`config.mk`:
```
export PLATFORM = sky130hd
export DESIGN_NAME = tmr16_ctrl
export DESIGN_NICKNAME = d
export VERILOG_FILES = /design/src/tmr16_pkg.sv /design/src/tmr16_edge_if.sv /design/src/tmr16_edge_det.sv /design/src/tmr16_ctrl.sv
export SDC_FILE = /design/constraint.sdc
export NUM_CORES = 1
export LEC_CHECK = 0
export ABC_AREA = 1
export ABC_CLOCK_PERIOD_IN_PS = 3500
export BUFFER_PORTS_ARGS = -buffer_cell sky130_fd_sc_hd__buf_2
export CORE_MARGIN = 3
export CORE_UTILIZATION = 35
export DETAILED_ROUTE_END_ITERATION = 8
export PLACE_DENSITY_LB_ADDON = 0.1
export SLEW_MARGIN = 20
export SYNTH_ARGS = -nofsm -noshare
export SYNTH_HDL_FRONTEND = slang
export SYNTH_HIERARCHICAL = 1
export SYNTH_SLANG_ARGS = --single-unit
export TNS_END_PERCENT = 1
```
`constraint.sdc`:
```
create_clock -name clk_sys -period 3.5 [get_ports clk_sys]
set_clock_uncertainty 0.1 [all_clocks]
set_input_delay 0.35 -clock clk_sys [delete_from_list [all_inputs] [get_ports clk_sys]]
set_output_delay 0.35 -clock clk_sys [all_outputs]
set_load 0.03 [all_outputs]
```
`src/tmr16_pkg.sv`:
```
// Package: register map, field positions and reset values of the timer control block
// ****************************************************************
// ****************************************************************
package tmr16_pkg;
	// Register byte addresses
	localparam logic [15:0] ADDR_TCS    = 16'hFF40;   // Timer clock select
	localparam logic [15:0] ADDR_TMC    = 16'hFF48;   // Timer mode control
	localparam logic [15:0] ADDR_TOC    = 16'hFF4E;   // Timer output control
	localparam logic [15:0] ADDR_P3DIR  = 16'hFF23;   // Port 3 direction
	localparam logic [15:0] ADDR_P3LAT  = 16'hFF03;   // Port 3 output latch
	localparam logic [15:0] ADDR_EMS    = 16'hFFEC;   // Edge mode select
	localparam logic [15:0] ADDR_CMP_LO = 16'hFF10;   // Compare register low byte
	localparam logic [15:0] ADDR_CMP_HI = 16'hFF11;   // Compare register high byte
	localparam logic [15:0] ADDR_CNT_LO = 16'hFF12;   // Count register low byte
	localparam logic [15:0] ADDR_CNT_HI = 16'hFF13;   // Count register high byte
	localparam logic [15:0] ADDR_CAP_LO = 16'hFF14;   // Capture register low byte
	localparam logic [15:0] ADDR_CAP_HI = 16'hFF15;   // Capture register high byte
	// Reset values
	localparam logic [7:0]  RST_ZERO    = 8'h00;
	localparam logic [7:0]  RST_P3DIR   = 8'hFF;
	localparam logic [7:0]  BYTE_MASK   = 8'hFF;
	localparam logic [15:0] CNT_MAX     = 16'hFFFF;
	// Field positions
	localparam int TCS_CNT_LSB = 4;                 // Count clock select 6:4
	localparam int TCS_CO_EN   = 7;                 // Clock output enable
	localparam int TMC_OVF     = 0;                 // Overflow flag
	localparam int TOC_OUT_EN  = 0;                 // Timer output enable
	localparam int TOC_LEVEL   = 1;                 // PWM active level (1 = low)
	localparam int TOC_INV_EN  = 2;                 // Inversion enable
	localparam int TOC_FF_CLR  = 3;                 // Flip-flop clear command
	localparam int TOC_FF_SET  = 4;                 // Flip-flop set command
	localparam logic [7:0] EMS_WMASK = 8'hFC;       // Bits 1:0 stay zero
	localparam logic [7:0] TOC_WMASK = 8'h07;       // Only stored control bits
	// Modes and encodings
	localparam logic [2:0] MODE_STOP = 3'h0;
	localparam logic [2:0] MODE_PWM  = 3'h1;
	localparam logic [1:0] CLR_EDGE  = 2'h2;
	localparam logic [1:0] CLR_MATCH = 2'h3;
	localparam logic [1:0] EDGE_FALL = 2'h0;
	localparam logic [1:0] EDGE_RISE = 2'h1;
	localparam logic [1:0] EDGE_BOTH = 2'h3;
	localparam logic [2:0] CSEL_PIN  = 3'h0;        // Count on input edges
	localparam logic [2:0] CSEL_MAX  = 3'h4;        // Last legal internal rate
	localparam int PWM_LSB = 2;                     // PWM uses upper 14 bits
	localparam int NUM_EXT = 3;                     // Shared input plus two irq pins
endpackage

```
`src/tmr16_edge_if.sv`:
```
// Interface: link between the controller and one valid-edge detector
`timescale 1ns/1ps
interface tmr16_edge_if;
	logic       sample_en;   // Sampling strobe
	logic [1:0] sel;         // Edge selection
	logic       pin_s;       // Synchronised pin level
	logic       edge_p;      // Accepted valid edge pulse
	modport det (input sample_en, input sel, input pin_s, output edge_p);
	modport ctl (output sample_en, output sel, output pin_s, input edge_p);
endinterface

```
`src/tmr16_edge_det.sv`:
```
// Module: noise-filtered valid-edge detector for one input pin
`timescale 1ns/1ps
module tmr16_edge_det
	import tmr16_pkg::*;
(
	// Clock and reset
	input  wire logic clk_sys,
	input  wire logic srst,
	// Controller side
	tmr16_edge_if.det e
);
	logic lvl_r;     // Accepted level
	logic lvl_nxt;
	logic smp_r;     // Previous sample
	logic smp_nxt;
	logic edg_r;     // Edge pulse
	logic edg_nxt;

	// ****************************************
	// Filter: a level counts after two equal samples
	// ****************************************
	always_comb
	begin
		lvl_nxt = lvl_r;
		smp_nxt = smp_r;
		edg_nxt = 1'b0;
		if (e.sample_en)
		begin
			smp_nxt = e.pin_s;
			// Short glitches never reach two samples
			if (e.pin_s == smp_r && e.pin_s != lvl_r)
			begin
				lvl_nxt = e.pin_s;
				case (e.sel)
					EDGE_FALL: edg_nxt = ~e.pin_s;
					EDGE_RISE: edg_nxt = e.pin_s;
					EDGE_BOTH: edg_nxt = 1'b1;
					default:   edg_nxt = 1'b0;   // Prohibited setting
				endcase
			end
		end
	end

	// Registers
	always_ff @(posedge clk_sys)
	begin
		if (srst)
		begin
			lvl_r <= 1'b0;
			smp_r <= 1'b0;
			edg_r <= 1'b0;
		end
		else
		begin
			lvl_r <= lvl_nxt;
			smp_r <= smp_nxt;
			edg_r <= edg_nxt;
		end
	end

	assign e.edge_p = edg_r;

	a_edge_two_smp: assert property (@(posedge clk_sys) disable iff (srst)
		$rose(edg_r) |-> $past(e.sample_en) && $past(e.pin_s) == $past(smp_r))
		else $error("Edge accepted without two equal samples");
	a_edge_prohib: assert property (@(posedge clk_sys) disable iff (srst)
		$past(e.sel) == 2'h2 |-> !edg_r)
		else $error("Edge reported under prohibited selection");
	a_edge_rise: assert property (@(posedge clk_sys) disable iff (srst)
		edg_r && $past(e.sel) == EDGE_RISE |-> lvl_r)
		else $error("Rising selection reported a falling edge");
endmodule

```
`src/tmr16_ctrl.sv`:
```
// Module: 16-bit timer mode, clock select, output and edge control block
`timescale 1ns/1ps
module tmr16_ctrl
	import tmr16_pkg::*;
#(
	parameter int SAMPLE_DIV = 8   // Sampling strobe period in clocks
)
(
	// Clock and reset
	input  wire logic        clk_sys,
	input  wire logic        srst,
	// CPU register port
	input  wire logic [15:0] cpu_addr,
	input  wire logic        cpu_wr,
	input  wire logic [7:0]  cpu_wmask,
	input  wire logic [7:0]  cpu_wdata,
	input  wire logic        cpu_rd,
	output logic      [7:0]  cpu_rdata,
	// External pins
	input  wire logic        count_input_pin,
	input  wire logic        ext_irq_one_input,
	input  wire logic        ext_irq_two_input,
	output logic             timer_output_pin,
	output logic             timer_output_oe_n,
	output logic             clock_output_pin,
	// Interrupt requests
	output logic             compare_match_irq,
	output logic [2:0]       ext_irq_req
);
	import tmr16_pkg::*;

	if (SAMPLE_DIV < 2 || SAMPLE_DIV > 255)
	begin : g_chk
		$error("SAMPLE_DIV must be 2..255");
	end

	// Registers and next values
	logic [7:0]  tcs_r, tcs_nxt;         // Timer clock select
	logic [3:0]  tmc_r, tmc_nxt;         // Mode bits 3:1, overflow flag 0
	logic [2:0]  toc_r, toc_nxt;         // Stored output controls
	logic [7:0]  p3dir_r, p3dir_nxt;     // Port 3 direction
	logic [7:0]  p3lat_r, p3lat_nxt;     // Port 3 latch
	logic [7:0]  ems_r, ems_nxt;         // Edge mode select
	logic [15:0] cmp_r, cmp_nxt;         // Compare register
	logic [15:0] cnt_r, cnt_nxt;         // Count register
	logic [15:0] cap_r, cap_nxt;         // Capture register
	logic [15:0] pre_r, pre_nxt;         // Prescaler
	logic [7:0]  sdiv_r, sdiv_nxt;       // Sampling divider
	logic        ff_r, ff_nxt;           // Output flip-flop
	logic        to_r, to_nxt;           // Timer output pin
	logic        oen_r, oen_nxt;         // Timer output enable, low drives
	logic        co_r, co_nxt;           // Clock output pin
	logic        irq_r, irq_nxt;         // Compare match pulse
	logic [7:0]  rd_r, rd_nxt;           // Read data
	logic [2:0]  sy1_r, sy2_r;           // Pin synchronisers

	// Decoded state
	logic [2:0]  mode;
	logic        run, pwm, clr_edge, clr_match, out_on_edge;
	logic        tick, match, ti_edge, co_hit, pwm_act;
	logic [15:0] cmask, comask;
	logic [7:0]  wv;

	// ****************************************
	// Edge detectors, one per external pin
	// ****************************************
	tmr16_edge_if eif [NUM_EXT] ();
	for (genvar i = 0; i < NUM_EXT; i++)
	begin : g_det
		assign eif[i].sample_en = (sdiv_r == 8'h00);
		assign eif[i].sel       = ems_r[2*i+3 -: 2];
		assign eif[i].pin_s     = sy2_r[i];
		tmr16_edge_det u_det (
			.clk_sys (clk_sys),
			.srst    (srst),
			.e       (eif[i])
		);
	end
	assign ti_edge = eif[0].edge_p;

	// Two-stage pin synchronisers; only stage two is read
	always_ff @(posedge clk_sys)
	begin
		sy1_r <= {ext_irq_two_input, ext_irq_one_input, count_input_pin};
		sy2_r <= sy1_r;
	end

	// ****************************************
	// Mode decode and count clock
	// ****************************************
	always_comb
	begin
		mode        = tmc_r[3:1];
		run         = (mode != MODE_STOP);
		pwm         = (mode == MODE_PWM);
		clr_edge    = (mode[2:1] == CLR_EDGE);
		clr_match   = (mode[2:1] == CLR_MATCH);
		out_on_edge = (mode[2:1] != 2'h0) && mode[0];
		// Internal rates divide by 1, 2, 4 or 8
		cmask  = (16'h0001 << (tcs_r[6:4] - 3'h1)) - 16'h0001;
		comask = (16'h0002 << tcs_r[3:0]) - 16'h0001;
		co_hit = ((pre_r & comask) == comask);
		if (tcs_r[6:4] == CSEL_PIN)
			tick = ti_edge;
		else if (tcs_r[6:4] <= CSEL_MAX)
			tick = ((pre_r & cmask) == cmask);
		else
			tick = 1'b0;   // Prohibited selection holds the count
		match   = (cnt_r == cmp_r);
		pwm_act = (cnt_r[15:PWM_LSB] < cmp_r[15:PWM_LSB]);
	end

	// ****************************************
	// Register writes, counting and output control
	// ****************************************
	always_comb
	begin
		wv        = 8'h00;
		tcs_nxt   = tcs_r;
		tmc_nxt   = tmc_r;
		toc_nxt   = toc_r;
		p3dir_nxt = p3dir_r;
		p3lat_nxt = p3lat_r;
		ems_nxt   = ems_r;
		cmp_nxt   = cmp_r;
		cap_nxt   = cap_r;
		ff_nxt    = ff_r;
		pre_nxt   = pre_r + 16'h0001;
		sdiv_nxt  = (sdiv_r == 8'(SAMPLE_DIV - 1)) ? 8'h00 : sdiv_r + 8'h01;
		irq_nxt   = 1'b0;
		cnt_nxt   = cnt_r;
		// Counting
		if (!run)
			cnt_nxt = 16'h0000;
		else if (clr_edge && ti_edge)
			cnt_nxt = 16'h0000;
		else if (tick)
		begin
			if (clr_match && match)
				cnt_nxt = 16'h0000;
			else
				cnt_nxt = cnt_r + 16'h0001;
		end
		// Match request only while running
		if (run && tick && match)
			irq_nxt = 1'b1;
		// Capture on shared input edge
		if (run && ti_edge)
			cap_nxt = cnt_r;
		// Output flip-flop events outside PWM mode
		if (run && !pwm && toc_r[TOC_INV_EN])
		begin
			if ((tick && match) || (out_on_edge && ti_edge))
				ff_nxt = ~ff_r;
		end
		// CPU writes, masked for single-bit manipulation except the compare bytes and the byte-only edge register
		if (cpu_wr)
		begin
			case (cpu_addr)
				ADDR_TCS:
					tcs_nxt = (tcs_r & ~cpu_wmask) | (cpu_wdata & cpu_wmask);
				ADDR_TMC:
				begin
					wv = (8'(tmc_r) & ~cpu_wmask) | (cpu_wdata & cpu_wmask);
					tmc_nxt = wv[3:0];
				end
				ADDR_TOC:
				begin
					wv = (8'(toc_r) & ~cpu_wmask) | (cpu_wdata & cpu_wmask);
					toc_nxt = wv[2:0];
					if (cpu_wmask[TOC_FF_SET] && cpu_wdata[TOC_FF_SET])
						ff_nxt = 1'b1;
					else if (cpu_wmask[TOC_FF_CLR] && cpu_wdata[TOC_FF_CLR])
						ff_nxt = 1'b0;
				end
				ADDR_P3DIR:
					p3dir_nxt = (p3dir_r & ~cpu_wmask) | (cpu_wdata & cpu_wmask);
				ADDR_P3LAT:
					p3lat_nxt = (p3lat_r & ~cpu_wmask) | (cpu_wdata & cpu_wmask);
				ADDR_EMS:
					if (cpu_wmask == BYTE_MASK)
						ems_nxt = cpu_wdata & EMS_WMASK;
				ADDR_CMP_LO:
					cmp_nxt[7:0] = cpu_wdata;
				ADDR_CMP_HI:
					cmp_nxt[15:8] = cpu_wdata;
				default:
					wv = 8'h00;   // Unmapped writes are ignored
			endcase
		end
		// Overflow sets after the CPU clear so a same-cycle event wins
		if (run && tick && cnt_r == CNT_MAX && !(clr_match && match))
			tmc_nxt[TMC_OVF] = 1'b1;
		// Pin drives
		if (pwm)
			to_nxt = toc_r[TOC_OUT_EN] & (pwm_act ^ toc_r[TOC_LEVEL]);
		else
			to_nxt = toc_r[TOC_OUT_EN] & ff_r;
		to_nxt  = to_nxt | p3lat_r[0];
		oen_nxt = p3dir_r[0];
		co_nxt  = co_r;
		if (tcs_r[TCS_CO_EN] && co_hit)
			co_nxt = ~co_r;
		else if (!tcs_r[TCS_CO_EN])
			co_nxt = 1'b0;
		// Read data
		rd_nxt = rd_r;
		if (cpu_rd)
		begin
			case (cpu_addr)
				ADDR_TCS:    rd_nxt = tcs_r;
				ADDR_TMC:    rd_nxt = {4'h0, tmc_r};
				ADDR_TOC:    rd_nxt = {5'h00, toc_r};
				ADDR_P3DIR:  rd_nxt = p3dir_r;
				ADDR_P3LAT:  rd_nxt = p3lat_r;
				ADDR_EMS:    rd_nxt = ems_r;
				ADDR_CMP_LO: rd_nxt = cmp_r[7:0];
				ADDR_CMP_HI: rd_nxt = cmp_r[15:8];
				ADDR_CNT_LO: rd_nxt = cnt_r[7:0];
				ADDR_CNT_HI: rd_nxt = cnt_r[15:8];
				ADDR_CAP_LO: rd_nxt = cap_r[7:0];
				ADDR_CAP_HI: rd_nxt = cap_r[15:8];
				default:     rd_nxt = 8'h00;
			endcase
		end
	end

	// ****************************************
	// State registers
	// ****************************************
	always_ff @(posedge clk_sys)
	begin
		if (srst)
		begin
			tcs_r   <= RST_ZERO;
			tmc_r   <= 4'h0;
			toc_r   <= 3'h0;
			p3dir_r <= RST_P3DIR;
			p3lat_r <= RST_ZERO;
			ems_r   <= RST_ZERO;
			cmp_r   <= 16'h0000;
			cnt_r   <= 16'h0000;
			cap_r   <= 16'h0000;
			pre_r   <= 16'h0000;
			sdiv_r  <= 8'h00;
			ff_r    <= 1'b0;
			to_r    <= 1'b0;
			oen_r   <= 1'b1;
			co_r    <= 1'b0;
			irq_r   <= 1'b0;
			rd_r    <= 8'h00;
		end
		else
		begin
			tcs_r   <= tcs_nxt;
			tmc_r   <= tmc_nxt;
			toc_r   <= toc_nxt;
			p3dir_r <= p3dir_nxt;
			p3lat_r <= p3lat_nxt;
			ems_r   <= ems_nxt;
			cmp_r   <= cmp_nxt;
			cnt_r   <= cnt_nxt;
			cap_r   <= cap_nxt;
			pre_r   <= pre_nxt;
			sdiv_r  <= sdiv_nxt;
			ff_r    <= ff_nxt;
			to_r    <= to_nxt;
			oen_r   <= oen_nxt;
			co_r    <= co_nxt;
			irq_r   <= irq_nxt;
			rd_r    <= rd_nxt;
		end
	end

	// External interrupt pulses, registered once more after the detector flops
	logic [2:0] xirq_r;
	always_ff @(posedge clk_sys)
	begin
		if (srst)
			xirq_r <= 3'h0;
		else
			xirq_r <= {eif[2].edge_p, eif[1].edge_p, eif[0].edge_p};
	end

	assign cpu_rdata         = rd_r;
	assign timer_output_pin  = to_r;
	assign timer_output_oe_n = oen_r;
	assign clock_output_pin  = co_r;
	assign compare_match_irq = irq_r;
	assign ext_irq_req       = xirq_r;

	// ****************************************
	// Checks
	// ****************************************
	a_stop_clears: assert property (@(posedge clk_sys) disable iff (srst)
		$past(tmc_r[3:1]) == MODE_STOP |-> cnt_r == 16'h0000 && !irq_r)
		else $error("Stopped timer kept a count or raised a request");
	a_match_irq: assert property (@(posedge clk_sys) disable iff (srst)
		run && tick && match |=> irq_r)
		else $error("Compare match raised no request");
	a_match_clear: assert property (@(posedge clk_sys) disable iff (srst)
		clr_match && tick && match && !cpu_wr |=> cnt_r == 16'h0000)
		else $error("Clear-on-match did not clear the count");
	a_edge_clear: assert property (@(posedge clk_sys) disable iff (srst)
		clr_edge && ti_edge && !cpu_wr |=> cnt_r == 16'h0000)
		else $error("Clear-on-edge did not clear the count");
	a_ovf_sets: assert property (@(posedge clk_sys) disable iff (srst)
		run && tick && cnt_r == CNT_MAX && !clr_match |=> tmc_r[TMC_OVF])
		else $error("Overflow not flagged");
	a_toc_cmd_zero: assert property (@(posedge clk_sys) disable iff (srst)
		$past(cpu_rd) && $past(cpu_addr) == ADDR_TOC |-> rd_r[7:3] == 5'h00)
		else $error("Flip-flop command bits read non-zero");
	a_ems_low_zero: assert property (@(posedge clk_sys) disable iff (srst)
		ems_r[1:0] == 2'h0)
		else $error("Edge register low bits not zero");
	a_pin_dir: assert property (@(posedge clk_sys) disable iff (srst)
		##1 timer_output_oe_n == $past(p3dir_r[0]))
		else $error("Pin enable does not follow direction bit");
	a_edge_toggle: assert property (@(posedge clk_sys) disable iff (srst)
		run && !pwm && toc_r[TOC_INV_EN] && !tick && ti_edge && !out_on_edge && !cpu_wr
		|=> ff_r == $past(ff_r))
		else $error("Output changed on edge without edge timing");
endmodule

```
==> flow_metrics.tcl <==
set metrics [dict create \
    status "complete, no violations" \
    rsz0062_at_grt "no" \
    die_area_um2 23090 \
    post-route-period-util_pct 89.48 \
    ys_ff_latch 140 \
    antenna_found_initial 0 \
    setup_tns_ns 0 \
    end_kind "flip-flop" \
    via_per_inst 5.057 \
    startpoint_type "flip-flop" \
    relSlewSlack_pct 41.25 \
    slowest_delay_ns 0.47 \
    grt_max_degree 64 \
    start_util_pct 36.27 \
    clock-root-buffer "clkbuf_16" \
    die_y_um 152.0 \
    numCtsBuffers 17 \
    synth_edf_count 0 \
    cts_tree "built" \
    drv_slew 0 \
    worst-endpoint-arrival_ns 3.33 \
    tightest_slew_ns 0.8747 \
    htreeDepth 4 \
    syn_avg_cell_area_um2 6.835 \
    synthFlopType "dfxtp_1" \
    power_mw 3.784 \
    timing.hold.ws_ns 0.1343 \
    cts.sinks 140 \
    dp.cells 1393 \
    setup_violations 0 \
    finalCriticalPeriod_ns 3.132 \
    dpl.hpwl_um 17900 \
    synth_top_area_share_pct 37.58 \
    grt_pass1_vias 6588 \
    cp_common_cell "nor2_1" \
    worst-endpoint-required_ns 3.70 \
    syn_area_um2 7457 \
    critical_path_class "flip-flop to flip-flop" \
    syn_inst 1091 \
    port_buffers 53 \
    post_drt_wl_per_cell_um 16.38 \
    wl_met3_um 1312 \
    num_vias 7211 \
    p_leak_nw 3.439 \
    cp_max_fo 15 \
    synth-seq-area-share_pct 37.58 \
    grt.total_usage_pct 20.14 \
    layout.cells.non_filler 1426 \
    drt_iter0_markers 496 \
    top_layer "met4" \
    slowest_stage "dfxtp_1" \
    rows 52 \
    finish.net_count 1207 \
    final_area_um2 8641 \
    area_delta_synth_final_pct 15.87 \
    async_flop_share_pct 0 \
    yosysMostFrequentCell "nand2_1" \
    synth_common_cells "nand2_1, inv_1, dfxtp_1" \
    die_x_um 152.0 \
    cp_cell_sequence "nor2_1, ha_1, nor2_1, inv_1, ha_1, nor2_1, nor2_1, nand3_1, nor2_1, nand3_1, nand2_2, inv_2, o21ai_4, inv_2, o21ai_1, a21oi_1" \
    grt-ovfl-total 0 \
    hold_violations 0 \
    dr.pass1.iters 5 \
    yosysTopAreaCell "dfxtp_1" \
    post_dp_cell_area_um2 7975 \
    wl_met1_um 11960 \
    io_pins 54 \
    drive_gt1_share_pct 11.33 \
    clk_path_buf_depth 2 \
    synth_nets 1153 \
    ys_types 46 \
    hold_path.class "input pin to flip-flop" \
    clkTransAtPathRegs_ns 0.06 \
    powerDensity_nw_per_um2 437.9 \
    met2_length_um 9768 \
    maxCapViolations 0 \
    antenna_cells 0 \
    place_congestion 0.8681 \
    yosysWarnings 6 \
    wirelength_um 23360 \
    ir_drop_mv 0.2664 \
    post-cts-setup-buffer-count 0 \
    max_freq_mhz 319.3 \
    synth.area.top_cells "dfxtp_1, nand2_1, inv_1" \
    drcViolationCount 0 \
    clock_latency_ns 0.43 \
    grt_pass1_wl_um 37040 \
    core_um2 20560 \
    antenna_left 0 \
]
-- cell type report --
class	instances	area (um2)
Sequential cell	140	2803
Tap cell	270	337.8
Clock inverter	11	192.7
Clock buffer	19	442.9
Timing Repair Buffer	62	340.3
Multi-Input combinational cell	756	3894
Inverter	168	630.6
Fill cell	2216	11920
-- worst max-delay path: cells and delay by family, from the launching register on --
kind            cells  cell delay (ns)
simple gates        8             1.02
fa+ha+maj           2             0.66
flops               1             0.47
compound gates      3             0.41
buf+inv             3             0.34
-- cell usage in the layout (no fill, tap or decap), drive strengths merged, types with 23 or more instances in the layout --
| cell | netlist | layout |
|---|---|---|
| buf | 10 | 59 |
| a21oi | 105 | 105 |
| nor2 | 124 | 124 |
| nor3 | 26 | 26 |
| inv | 167 | 168 |
| o21ai | 120 | 120 |
| dfxtp | 140 | 140 |
| ha | 23 | 23 |
| nand2 | 177 | 177 |
| nand3 | 100 | 100 |
-- routing by layer --
metal	global-route usage, %	vias to the layer above
met5	0	-
met4	5.736	0
met3	4.266	19
met2	29.02	163
met1	30.19	3304
li1	-	3725
-- cells by family after synthesis --
kind of cell,synth area share [%]
adder cells (fa/ha/maj),3.859
flip-flops,37.58
AND/OR/NAND/NOR,28.07
AO/OA/AOI/OAI,19.35
XOR/XNOR,0.9395
buffers and inverters,10.20
-- worst paths after layout --
kind	to	cells past startpoint	slack, ns	from
min reg2reg	sy2_r[0]$_DFF_P_	0	0.23	sy1_r[0]$_DFF_P_
max reg2reg	cnt_r[4]$_SDFFE_PP0N_	16	0.37	flip-flop
min	flip-flop	2	0.13	cpu_wmask[2]
max	cnt_r[4]$_SDFFE_PP0N_	16	0.37	flip-flop
-- power by group --
group / switching, mW / internal [mW]
Clock: 0.712 / 1.28
Sequential: 0.0136 / 1.61
Combinational: 0.118 / 0.0531
-- metrics by stage --
stage               utilization, %  setup slack, ns
detailed placement           38.79           0.4073
CTS                          42.03           0.3781
global route                 42.03          0.03318
global placement             38.79           0.4554
finish                       42.03           0.3683
floorplan                        -           0.9533
-- timing repair --
item,4_1_cts,5_1_grt
hold buffers,3,0
hold endpoints to repair,3,0
resized for setup,0,0
No activity file was read; power rests on OpenSTA's default activity.
